### config.mk
export PLATFORM = sky130hd
export DESIGN_NAME = agc_gain_engine
export DESIGN_NICKNAME = d
export VERILOG_FILES = /design/src/hdl/agc_interval_timer.v /design/src/hdl/agc_gain_engine.v
export VERILOG_INCLUDE_DIRS = /design/src /design/src/hdl
export SDC_FILE = /design/constraint.sdc
export NUM_CORES = 1
export LEC_CHECK = 0
export BUFFER_PORTS_ARGS = -buffer_cell sky130_fd_sc_hd__buf_2
export CAP_MARGIN = 20
export CELL_PAD_IN_SITES_DETAIL_PLACEMENT = 1
export CELL_PAD_IN_SITES_GLOBAL_PLACEMENT = 2
export CORE_MARGIN = 2
export CORE_UTILIZATION = 38
export CTS_CLUSTER_DIAMETER = 40
export DETAILED_ROUTE_END_ITERATION = 16
export PLACE_DENSITY_LB_ADDON = 0.1
export SYNTH_ARGS = -nofsm -noshare
export SYNTH_HDL_FRONTEND = slang
export SYNTH_SLANG_ARGS = --single-unit
### constraint.sdc
create_clock -name ref_clk -period 6 [get_ports ref_clk]
set_input_delay 0 -clock ref_clk [delete_from_list [all_inputs] [get_ports ref_clk]]
set_output_delay 0 -clock ref_clk [all_outputs]
set_load 0.05 [all_outputs]
### src/hdl/agc_defines.vh
// Register map, field positions, reset values and timing counts of the gain engine.
// Assumes the includer runs on a 250 MHz ref_clk.
`ifndef AGC_DEFINES_VH
`define AGC_DEFINES_VH

`define AGC_ADDR_CFG1        7'h10
`define AGC_ADDR_CFG2        7'h11
`define AGC_ADDR_RAMP        7'h12
`define AGC_ADDR_LIMW        7'h14
`define AGC_ADDR_RESET       7'h17

`define AGC_RST_CFG1         9'h07B
`define AGC_RST_CFG2         9'h000
`define AGC_RST_RAMP         9'h032
`define AGC_RST_LIMW         9'h0A6

`define AGC_SEL_MSB          8
`define AGC_SEL_LSB          7
`define AGC_CEIL_MSB         6
`define AGC_CEIL_LSB         4
`define AGC_EN_BIT           8
`define AGC_ZC_BIT           7
`define AGC_HOLD_MSB         3
`define AGC_HOLD_LSB         0
`define AGC_DCY_MSB          7
`define AGC_DCY_LSB          4
`define AGC_ATK_MSB          3
`define AGC_ATK_LSB          0
`define AGC_WIN_MSB          6
`define AGC_WIN_LSB          4
`define AGC_FLOOR_MSB        3
`define AGC_FLOOR_LSB        0

`define AGC_SEL_LIMITER      2'h0
`define AGC_SEL_RIGHT        2'h1
`define AGC_SEL_LEFT         2'h2
`define AGC_SEL_STEREO       2'h3

`define AGC_CODE_SAT         4'hA

// Gain codes: 0.5 dB per code, 0xCF = 0 dB, 0xFF = +24 dB, 0xA5 = -21 dB
`define AGC_GAIN_0DB         8'hCF
`define AGC_GAIN_MAX         8'hFF
`define AGC_GAIN_MIN         8'hA5
`define AGC_STEP_DB_X2       8'h01

// Times in ns, as printed; one step of 0.5 dB per interval
`define AGC_CLK_NS           4
`define AGC_ALC_ATK_NS       8400000
`define AGC_ALC_DCY_NS       33600000
`define AGC_LIM_ATK_NS       250000
`define AGC_LIM_DCY_NS       1200000
`define AGC_WIN_BASE_NS      62500
`define AGC_HOLD_BASE_NS     2670000
// ALC traverses 90% of 90 steps = 81 steps; limiter 6 dB = 12 steps
`define AGC_ALC_STEPS        81
`define AGC_LIM_STEPS        12
`define AGC_ALC_ATK_CYC      (`AGC_ALC_ATK_NS / `AGC_CLK_NS / `AGC_ALC_STEPS)
`define AGC_ALC_DCY_CYC      (`AGC_ALC_DCY_NS / `AGC_CLK_NS / `AGC_ALC_STEPS)
`define AGC_LIM_ATK_CYC      (`AGC_LIM_ATK_NS / `AGC_CLK_NS / `AGC_LIM_STEPS)
`define AGC_LIM_DCY_CYC      (`AGC_LIM_DCY_NS / `AGC_CLK_NS / `AGC_LIM_STEPS)
`define AGC_WIN_BASE_CYC     (`AGC_WIN_BASE_NS / `AGC_CLK_NS)
`define AGC_HOLD_BASE_CYC    (`AGC_HOLD_BASE_NS / `AGC_CLK_NS)

`endif

### src/hdl/agc_interval_timer.v
// Free up-counter that pulses once per interval of base << shift cycles.
// Assumes base and shift are stable or that a restart follows a change.
`timescale 1ns/1ns
`default_nettype none
module agc_interval_timer (
	input  wire        ref_clk,
	input  wire        rst,
	input  wire        restart,
	input  wire [31:0] base,
	input  wire [3:0]  shift,
	output reg         tick
);
	reg  [39:0] count;
	wire [39:0] span = {8'h00, base} << shift;

	always @(posedge ref_clk) begin
		if (rst || restart) begin
			count <= 40'h00_0000_0000;
			tick  <= 1'b0;
		end else if (count + 40'h00_0000_0001 >= span) begin
			count <= 40'h00_0000_0000;
			tick  <= 1'b1;
		end else begin
			count <= count + 40'h00_0000_0001;
			tick  <= 1'b0;
		end
	end
endmodule
`default_nettype wire

### src/hdl/agc_gain_engine.v
// Automatic gain engine: peak limiter or automatic level control for the PGA.
// Assumes peak flags come from a detector on ref_clk; register writes
// arrive as a one-cycle strobe with 7-bit address and 9-bit data.
`timescale 1ns/1ns
`default_nettype none
`include "agc_defines.vh"
module agc_gain_engine (
	input  wire       ref_clk,
	input  wire       rst,
	input  wire       reg_wr,
	input  wire [6:0] reg_addr,
	input  wire [8:0] reg_wdata,
	input  wire [6:0] reg_raddr,
	output reg  [8:0] reg_rdata,
	input  wire [7:0] static_gain_left,
	input  wire [7:0] static_gain_right,
	input  wire       peak_over_left,
	input  wire       peak_over_right,
	input  wire       overload_left,
	input  wire       overload_right,
	input  wire       zero_cross_left,
	input  wire       zero_cross_right,
	output reg  [7:0] pga_gain_left,
	output reg  [7:0] pga_gain_right,
	output reg        ramping_down,
	output reg        ramping_up
);
	localparam ST_IDLE = 4'b0001;
	localparam ST_DOWN = 4'b0010;
	localparam ST_HOLD = 4'b0100;
	localparam ST_UP   = 4'b1000;

	reg  [8:0] level_control_config_one;
	reg  [8:0] level_control_config_two;
	reg  [8:0] gain_ramp_timing;
	reg  [8:0] limiter_window_attenuation;
	reg  [3:0] state;
	reg  [3:0] next_state;

	// Pin inputs pass two flops; index 0 is only read by index 1
	reg  [5:0] sync_a;
	reg  [5:0] sync_b;
	wire [5:0] raw_in = {zero_cross_right, zero_cross_left, overload_right,
		overload_left, peak_over_right, peak_over_left};
	genvar gi;
	generate
		for (gi = 0; gi < 6; gi = gi + 1) begin : g_sync
			always @(posedge ref_clk) begin
				if (rst) begin
					sync_a[gi] <= 1'b0;
					sync_b[gi] <= 1'b0;
				end else begin
					sync_a[gi] <= raw_in[gi];
					sync_b[gi] <= sync_a[gi];
				end
			end
		end
	endgenerate

	wire [1:0] gain_control_function_sel =
		level_control_config_one[`AGC_SEL_MSB:`AGC_SEL_LSB];
	wire [2:0] gain_ceiling =
		level_control_config_one[`AGC_CEIL_MSB:`AGC_CEIL_LSB];
	wire       gain_control_enable = level_control_config_two[`AGC_EN_BIT];
	wire       auto_level_zero_cross_en = level_control_config_two[`AGC_ZC_BIT];
	wire [3:0] ramp_up_hold_time =
		level_control_config_two[`AGC_HOLD_MSB:`AGC_HOLD_LSB];
	wire [3:0] decay_time_code = gain_ramp_timing[`AGC_DCY_MSB:`AGC_DCY_LSB];
	wire [3:0] attack_time_code = gain_ramp_timing[`AGC_ATK_MSB:`AGC_ATK_LSB];
	wire [2:0] transient_window_len =
		limiter_window_attenuation[`AGC_WIN_MSB:`AGC_WIN_LSB];
	wire [3:0] gain_floor_limit =
		limiter_window_attenuation[`AGC_FLOOR_MSB:`AGC_FLOOR_LSB];

	wire limiter = (gain_control_function_sel == `AGC_SEL_LIMITER);
	wire use_left  = gain_control_function_sel[1] || limiter;
	wire use_right = gain_control_function_sel[0] || limiter;

	// Codes at or above 1010 all select the longest time
	function [3:0] agc_sat_code;
		input [3:0] code;
		begin
			agc_sat_code = (code >= `AGC_CODE_SAT) ? `AGC_CODE_SAT : code;
		end
	endfunction

	// Limiter floor in half-dB codes below static: 0011 or lower is -3dB
	function [7:0] agc_lim_floor_steps;
		input [3:0] code;
		begin
			if (code <= 4'h3)
				agc_lim_floor_steps = 8'h06;
			else if (code >= 4'hC)
				agc_lim_floor_steps = 8'h18;
			else
				agc_lim_floor_steps = {3'h0, code, 1'b0};
		end
	endfunction

	// Level control absolute floor: -1dB, -5dB..-17dB in 4dB, 1111 -21dB
	function [7:0] agc_alc_floor;
		input [3:0] code;
		begin
			case (code)
				4'hB:    agc_alc_floor = `AGC_GAIN_0DB - 8'h0A;
				4'hC:    agc_alc_floor = `AGC_GAIN_0DB - 8'h12;
				4'hD:    agc_alc_floor = `AGC_GAIN_0DB - 8'h1A;
				4'hE:    agc_alc_floor = `AGC_GAIN_0DB - 8'h22;
				4'hF:    agc_alc_floor = `AGC_GAIN_MIN;
				default: agc_alc_floor = `AGC_GAIN_0DB - 8'h02;
			endcase
		end
	endfunction

	// Ceiling: 111 +24dB falling 4dB per code, 001 and 000 give 0dB
	function [7:0] agc_ceiling;
		input [2:0] code;
		begin
			if (code <= 3'h1)
				agc_ceiling = `AGC_GAIN_0DB;
			else
				agc_ceiling = `AGC_GAIN_0DB + {2'h0, code - 3'h1, 3'h0};
		end
	endfunction

	wire [7:0] static_max = (static_gain_left > static_gain_right) ?
		static_gain_left : static_gain_right;
	wire [7:0] lim_steps = agc_lim_floor_steps(gain_floor_limit);
	wire [7:0] lim_floor = (static_max > `AGC_GAIN_MIN + lim_steps) ?
		static_max - lim_steps : `AGC_GAIN_MIN;
	wire [7:0] floor_gain = limiter ? lim_floor :
		agc_alc_floor(gain_floor_limit);
	// Limiter tops out at static gain; the ceiling is level control only
	wire [7:0] ceil_gain = limiter ? static_max :
		agc_ceiling(gain_ceiling);

	wire over_l = sync_b[0] && use_left;
	wire over_r = sync_b[1] && use_right;
	wire peak_over = over_l || over_r;
	wire overload = !limiter && ((sync_b[2] && use_left) ||
		(sync_b[3] && use_right));
	wire zc_seen = (use_left && sync_b[4]) || (use_right && sync_b[5]);
	wire zc_ok = limiter || !auto_level_zero_cross_en || zc_seen;

	// Transient window: count over-threshold cycles before limiter acts
	reg  [19:0] win_count;
	// Base window in cycles; 20 bits still hold the longest window
	// of 1,000,000 cycles, so the upper bits are cut on purpose
	wire [31:0] win_base = `AGC_WIN_BASE_CYC;
	wire [19:0] win_span = (transient_window_len == 3'h0) ? 20'h0_0000 :
		(win_base[19:0] << (transient_window_len - 3'h1));
	wire win_done = (win_count >= win_span);
	always @(posedge ref_clk) begin
		if (rst || !peak_over || !limiter)
			win_count <= 20'h0_0000;
		else if (!win_done)
			win_count <= win_count + 20'h0_0001;
	end
	wire go_down = peak_over && (!limiter || win_done);

	// Step interval select per mode and direction
	wire [3:0] atk_eff = overload ? 4'h0 : agc_sat_code(attack_time_code);
	wire [3:0] dcy_eff = agc_sat_code(decay_time_code);
	reg  [31:0] step_base;
	reg  [3:0]  step_shift;
	always @* begin
		step_base  = 32'h0000_0000;
		step_shift = 4'h0;
		if (state == ST_DOWN) begin
			step_shift = atk_eff;
			step_base  = limiter ? `AGC_LIM_ATK_CYC :
				`AGC_ALC_ATK_CYC;
		end else begin
			step_shift = dcy_eff;
			step_base  = limiter ? `AGC_LIM_DCY_CYC :
				`AGC_ALC_DCY_CYC;
		end
	end

	wire step_tick;
	wire [31:0] hold_base = `AGC_HOLD_BASE_CYC;
	reg  [39:0] hold_count;
	wire [39:0] hold_span = (ramp_up_hold_time == 4'h0) ? 40'h00_0000_0000 :
		({8'h00, hold_base} << (ramp_up_hold_time - 4'h1));
	wire hold_done = limiter || (hold_count >= hold_span);

	agc_interval_timer u_step (
		.ref_clk (ref_clk),
		.rst     (rst),
		.restart (state != next_state),
		.base    (step_base),
		.shift   (step_shift),
		.tick    (step_tick)
	);

	wire [7:0] ref_gain = use_left ? pga_gain_left : pga_gain_right;
	wire active = gain_control_enable;
	wire want_up = (ref_gain < ceil_gain);

	always @* begin
		next_state = state;
		case (state)
			ST_IDLE: begin
				if (!active)
					next_state = ST_IDLE;
				else if (go_down || overload)
					next_state = ST_DOWN;
				else if (want_up)
					next_state = ST_HOLD;
			end
			ST_DOWN: begin
				if (!active)
					next_state = ST_IDLE;
				else if (!go_down && !overload)
					next_state = ST_HOLD;
			end
			ST_HOLD: begin
				if (!active)
					next_state = ST_IDLE;
				else if (go_down || overload)
					next_state = ST_DOWN;
				else if (hold_done)
					next_state = ST_UP;
			end
			ST_UP: begin
				if (!active)
					next_state = ST_IDLE;
				else if (go_down || overload)
					next_state = ST_DOWN;
				else if (!want_up)
					next_state = ST_IDLE;
			end
			default: next_state = ST_IDLE;
		endcase
	end

	always @(posedge ref_clk) begin
		if (rst || state != ST_HOLD)
			hold_count <= 40'h00_0000_0000;
		else if (!hold_done)
			hold_count <= hold_count + 40'h00_0000_0001;
	end

	// Gain moves one half-dB code per step tick, gated by zero crossing in level control only
	wire do_step = step_tick && zc_ok;
	reg  [7:0] next_left;
	reg  [7:0] next_right;
	always @* begin
		next_left  = use_left ? pga_gain_left : static_gain_left;
		next_right = use_right ? pga_gain_right : static_gain_right;
		if (!active) begin
			next_left  = static_gain_left;
			next_right = static_gain_right;
		end else if (do_step && state == ST_DOWN && ref_gain > floor_gain) begin
			if (use_left)
				next_left = pga_gain_left - `AGC_STEP_DB_X2;
			if (use_right)
				next_right = pga_gain_right - `AGC_STEP_DB_X2;
		end else if (do_step && state == ST_UP && want_up) begin
			if (use_left)
				next_left = pga_gain_left + `AGC_STEP_DB_X2;
			if (use_right)
				next_right = pga_gain_right + `AGC_STEP_DB_X2;
		end
	end

	always @(posedge ref_clk) begin
		if (rst) begin
			state          <= ST_IDLE;
			pga_gain_left  <= `AGC_GAIN_0DB;
			pga_gain_right <= `AGC_GAIN_0DB;
			ramping_down   <= 1'b0;
			ramping_up     <= 1'b0;
		end else begin
			state          <= next_state;
			pga_gain_left  <= next_left;
			pga_gain_right <= next_right;
			ramping_down   <= (next_state == ST_DOWN);
			ramping_up     <= (next_state == ST_UP);
		end
	end

	// Register file; a write to the reset address restores defaults
	always @(posedge ref_clk) begin
		if (rst || (reg_wr && reg_addr == `AGC_ADDR_RESET)) begin
			level_control_config_one   <= `AGC_RST_CFG1;
			level_control_config_two   <= `AGC_RST_CFG2;
			gain_ramp_timing           <= `AGC_RST_RAMP;
			limiter_window_attenuation <= `AGC_RST_LIMW;
		end else if (reg_wr) begin
			case (reg_addr)
				`AGC_ADDR_CFG1: level_control_config_one <= reg_wdata;
				`AGC_ADDR_CFG2: level_control_config_two <= reg_wdata;
				`AGC_ADDR_RAMP: gain_ramp_timing <= reg_wdata;
				`AGC_ADDR_LIMW: limiter_window_attenuation <= reg_wdata;
				default: ;
			endcase
		end
	end

	always @(posedge ref_clk) begin
		if (rst)
			reg_rdata <= 9'h000;
		else begin
			case (reg_raddr)
				`AGC_ADDR_CFG1: reg_rdata <= level_control_config_one;
				`AGC_ADDR_CFG2: reg_rdata <= level_control_config_two;
				`AGC_ADDR_RAMP: reg_rdata <= gain_ramp_timing;
				`AGC_ADDR_LIMW: reg_rdata <= limiter_window_attenuation;
				default:        reg_rdata <= 9'h000;
			endcase
		end
	end
endmodule
`default_nettype wire

==> flow_summary.ini <==
[global_routing]
first_global_vias = 12800
gr-usage-all-layers = 0.2275
grt_antenna_before_repair = 1
grt_pass1_wl_mm = 69.23
globalRouteMet2Util = 0.3722
gr-usage-met3 = 0.03417
grt_overflow_total = 0
globalRoute.busiestLayer = met2
grt_max_degree = 48
grt.met1_usage = 0.3114

[yosys]
yosys.area_share.simple = 0.2553
synth_warnings = 0
synthXorXnorAreaFrac = 0.05207
synth.top_cells.by_area = sky130_fd_sc_hd__dfxtp_1, sky130_fd_sc_hd__ha_1, sky130_fd_sc_hd__nand2_1
main_combinational_cell_family_by_area_after_synthesis = simple AND/OR/NAND/NOR gates
syn-cell-area_sq_um = 13620
synth-edff-count = 0
synthArstFlopShare = 0
synth_compound_gate_area_share = 0.1932
synth_largest_area_cell = sky130_fd_sc_hd__dfxtp_1
ys_seq_elements = 180
syn-instance-count = 1684
yosys.area.top_type_share = 0.2645
post_synth_fa_ha_maj_area_fraction = 0.1398
synth.yosys.seq_area_share = 0.2645
synthMuxAreaShare = 0.04840
synth_top_flop_cell = sky130_fd_sc_hd__dfxtp_1
syn_area_per_cell_sq_um = 8.090
yosys.cell_types.count = 96

[finish]
utilization = 0.4349
most-common-layout-cells = sky130_fd_sc_hd__nand2_1, sky130_fd_sc_hd__dfxtp_1, sky130_fd_sc_hd__ha_1, sky130_fd_sc_hd__nor2_1, sky130_fd_sc_hd__a21oi_1
syn2layout_area_growth_pct = 13.00
n_fill_cell = 4312
fin_nets = 1965
stdcell_count = 2242
fraction_of_layout_instances_using_a_drive_strength_above_1 = 0.1219
leading_cell_type_in_the_layout_fill_and_taps_excluded = sky130_fd_sc_hd__nand2_1

[die]
coreArea_sq_um = 35400
chipHeight_um = 193.4
die_w_um = 193.4
floorplan.rows = 69
pin_count = 75
die_area_sq_um = 37380
initial_core_utilization = 0.3849

[timing]
worst_slew_margin_rel = 0.2597
rsz0062_at_grt = no
max_freq_mhz = 181.5
final.setup_skew_ns = 0.01718
hold-worst-slack_ns = 0.02838
worst-slew-pin-transition_ns = 1.106
finalHoldViolCount = 0
totalNegativeSetupSlack_ns = 0
report.final.slew_viol_count = 0
post-route-period-util = 0.9184
min_period_ns = 5.511
timing.final.setup_violations = 0

[power]
power.clock.fraction = 0.439
pwr-share-seq = 0.452
netSwitchingPower_w = 0.0007825
power-per-cell-area_nw_per_um2 = 176.4
power.ir.vdd_worst_v = 0.0001926
total_power_w = 0.002715
p_leak_nw = 6.148
switching_share = 0.2882
internal_power_w = 0.001933
p_comb_frac = 0.110

[worst_setup_path]
critical_path_arrival_ns = 5.92
criticalPathCategory = in2reg
critical_path.endpoint_type = register
start_kind = input port
regToRegSetupSlack_ns = 0.92
cp_data_required_time_ns = 6.40
timing.reg2reg.worst_path_depth = 20
rr_startpoint = state[0]
timing.rr.end = u_step.count[0]
timing.critical_path.fanout_max = 16

[placement]
routabilityCongestion = 0.8232
dp.final_hpwl_mm = 31.84
place.detailed.instances = 2177
port-buffer-count = 74

[clocking]
worst_skew_pair.late_latency_ns = 0.46
clkSlewWorstSetupHoldPaths_ns = 0.09
clockRootBuffer = sky130_fd_sc_hd__clkbuf_16
cts_htree_levels = 4
tritoncts.num_buffers = 17
cts_setup_buffers = 0
clock_tree_from_tritoncts = built
max-clock-path-buffers = 2
cts.sinks = 180

[run_status]
status = finished, final reports clean

[route]
route.detailed.wl_per_inst_um = 18.98
route.final.wire_length_mm = 42.55
route.detailed.vias_per_inst = 5.673
dr.pass1.iters = 5
via_count = 12720
drt.antenna.violating_nets = 0
drc = 0
drtIter0Drc = 431

[hold_path]
hold_class = in2reg
worst_hold_startpoint = reg_addr[1]
hold-path-endpoint = level_control_config_one[2]
worstHoldPathCells = 4

[run]
maxCapViolCount = 0
## worst max-delay path, cell delays in order
cell,delay (ns)
sky130_fd_sc_hd__dlygate4sd3_1,0.55
sky130_fd_sc_hd__buf_2,0.16
sky130_fd_sc_hd__ha_1,0.31
sky130_fd_sc_hd__nand4_1,0.27
sky130_fd_sc_hd__or2_2,0.40
sky130_fd_sc_hd__o21ai_1,0.14
sky130_fd_sc_hd__buf_4,0.20
sky130_fd_sc_hd__mux2_2,0.38
sky130_fd_sc_hd__ha_1,0.21
sky130_fd_sc_hd__a21o_1,0.16
sky130_fd_sc_hd__a21o_1,0.17
sky130_fd_sc_hd__a21o_1,0.16
sky130_fd_sc_hd__a21o_1,0.17
sky130_fd_sc_hd__a21oi_1,0.17
sky130_fd_sc_hd__nor3_1,0.09
sky130_fd_sc_hd__o31ai_1,0.23
sky130_fd_sc_hd__nor2_1,0.10
sky130_fd_sc_hd__ha_1,0.31
sky130_fd_sc_hd__o21ai_0,0.16
sky130_fd_sc_hd__a21oi_1,0.06
sky130_fd_sc_hd__o31ai_1,0.39
sky130_fd_sc_hd__a21oi_4,0.21
sky130_fd_sc_hd__and4_1,0.28
sky130_fd_sc_hd__a2111oi_0,0.41
sky130_fd_sc_hd__mux2i_1,0.13
sky130_fd_sc_hd__nand3_1,0.08
## Yosys cell counts, drive strengths merged (6+ instances only)
master	count
nand2	185
dfxtp	180
ha	149
nor2	140
a21oi	120
o21ai	99
nor3	67
nand3	57
inv	56
clkbuf	54
mux2i	49
nand4	47
xnor2	47
xor2	34
buf	32
a22oi	28
or3	28
nor2b	23
a21o	22
and2	21
and3	19
and4	17
o211ai	17
a211oi	16
mux2	15
nand2b	15
o31ai	10
a31oi	9
o21a	9
o311ai	8
or4	7
nor4b	6
## worst max-delay path by stage
stage / start / end / depth (start not counted)
global placement: static_gain_right[1] / pga_gain_right[3] / 27
global route: static_gain_right[1] / pga_gain_left[5] / 28
CTS: static_gain_left[5] / pga_gain_right[3] / 26
finish: static_gain_left[5] / pga_gain_left[5] / 26
detailed placement: static_gain_left[5] / pga_gain_right[3] / 25
floorplan: static_gain_right[1] / pga_gain_right[3] / 26
## per-layer routing
metal | share of wire | vias to the layer above
li1 | - | 6290
met1 | 0.49 | 6205
met2 | 0.46 | 183
met3 | 0.029 | 40
met4 | 0.018 | 0
met5 | 0 | -
## layout make-up
| cell class | count | area, sq um | area share |
|---|---|---|---|
| Tap cell | 461 | 576.8 | 0.03747 |
| Timing Repair Buffer | 138 | 940.9 | 0.06112 |
| Sequential cell | 180 | 3603 | 0.2341 |
| Clock buffer | 18 | 439.2 | 0.02853 |
| Multi-Input combinational cell | 1374 | 9459 | 0.6144 |
| Inverter | 56 | 210.2 | 0.01365 |
| Clock inverter | 14 | 162.7 | 0.01057 |
| Antenna cell | 1 | 2.502 | 0.0001625 |
## through the flow
| stage | instance area, sq um | setup WS, ns |
|---|---|---|
| floorplan | 13670 | 1.124 |
| global placement | 14470 | 0.7457 |
| detailed placement | 14470 | 0.4688 |
| CTS | 15380 | 0.3985 |
| global route | 15390 | 0.07295 |
| finish | 15390 | 0.4894 |
## cell families after synthesis
family	after synthesis
simple gates	657
compound gates	406
flops	180
fa+ha+maj	152
buf+inv	142
xor+xnor	81
mux	64
other cells	2
## registers in the layout, summed over array words and instances, names as in the netlist, 6 cells and up, named ones only
| name | cells |
|---|---|
| hold_count | 40 |
| u_step.count | 40 |
| win_count | 20 |
| gain_ramp_timing | 9 |
| level_control_config_one | 9 |
| level_control_config_two | 9 |
| limiter_window_attenuation | 9 |
| reg_rdata | 9 |
| pga_gain_left | 7 |
| pga_gain_right | 7 |
| sync_a | 6 |
| sync_b | 6 |
## power groups by stage
stage / clock [W] / sequential [W] / combinational (W)
3_5_place_dp: 0 / 0.00125 / 0.000279
6_report: 0.00119 / 0.00123 / 0.000297
3_3_place_gp: 0 / 0.00125 / 0.000272
5_1_grt: 0.00127 / 0.00123 / 0.000330
4_1_cts: 0.00123 / 0.00123 / 0.000297
2_1_floorplan: 0 / 0.00127 / 0.000171
## repair_timing
item / CTS / global route
gates resized for setup: 0 / 1
hold buffers: 31 / 0
setup endpoints to repair: 0 / 8
endpoints found under the hold margin: 58 / 0
No activity file was read; power rests on OpenSTA's default activity.
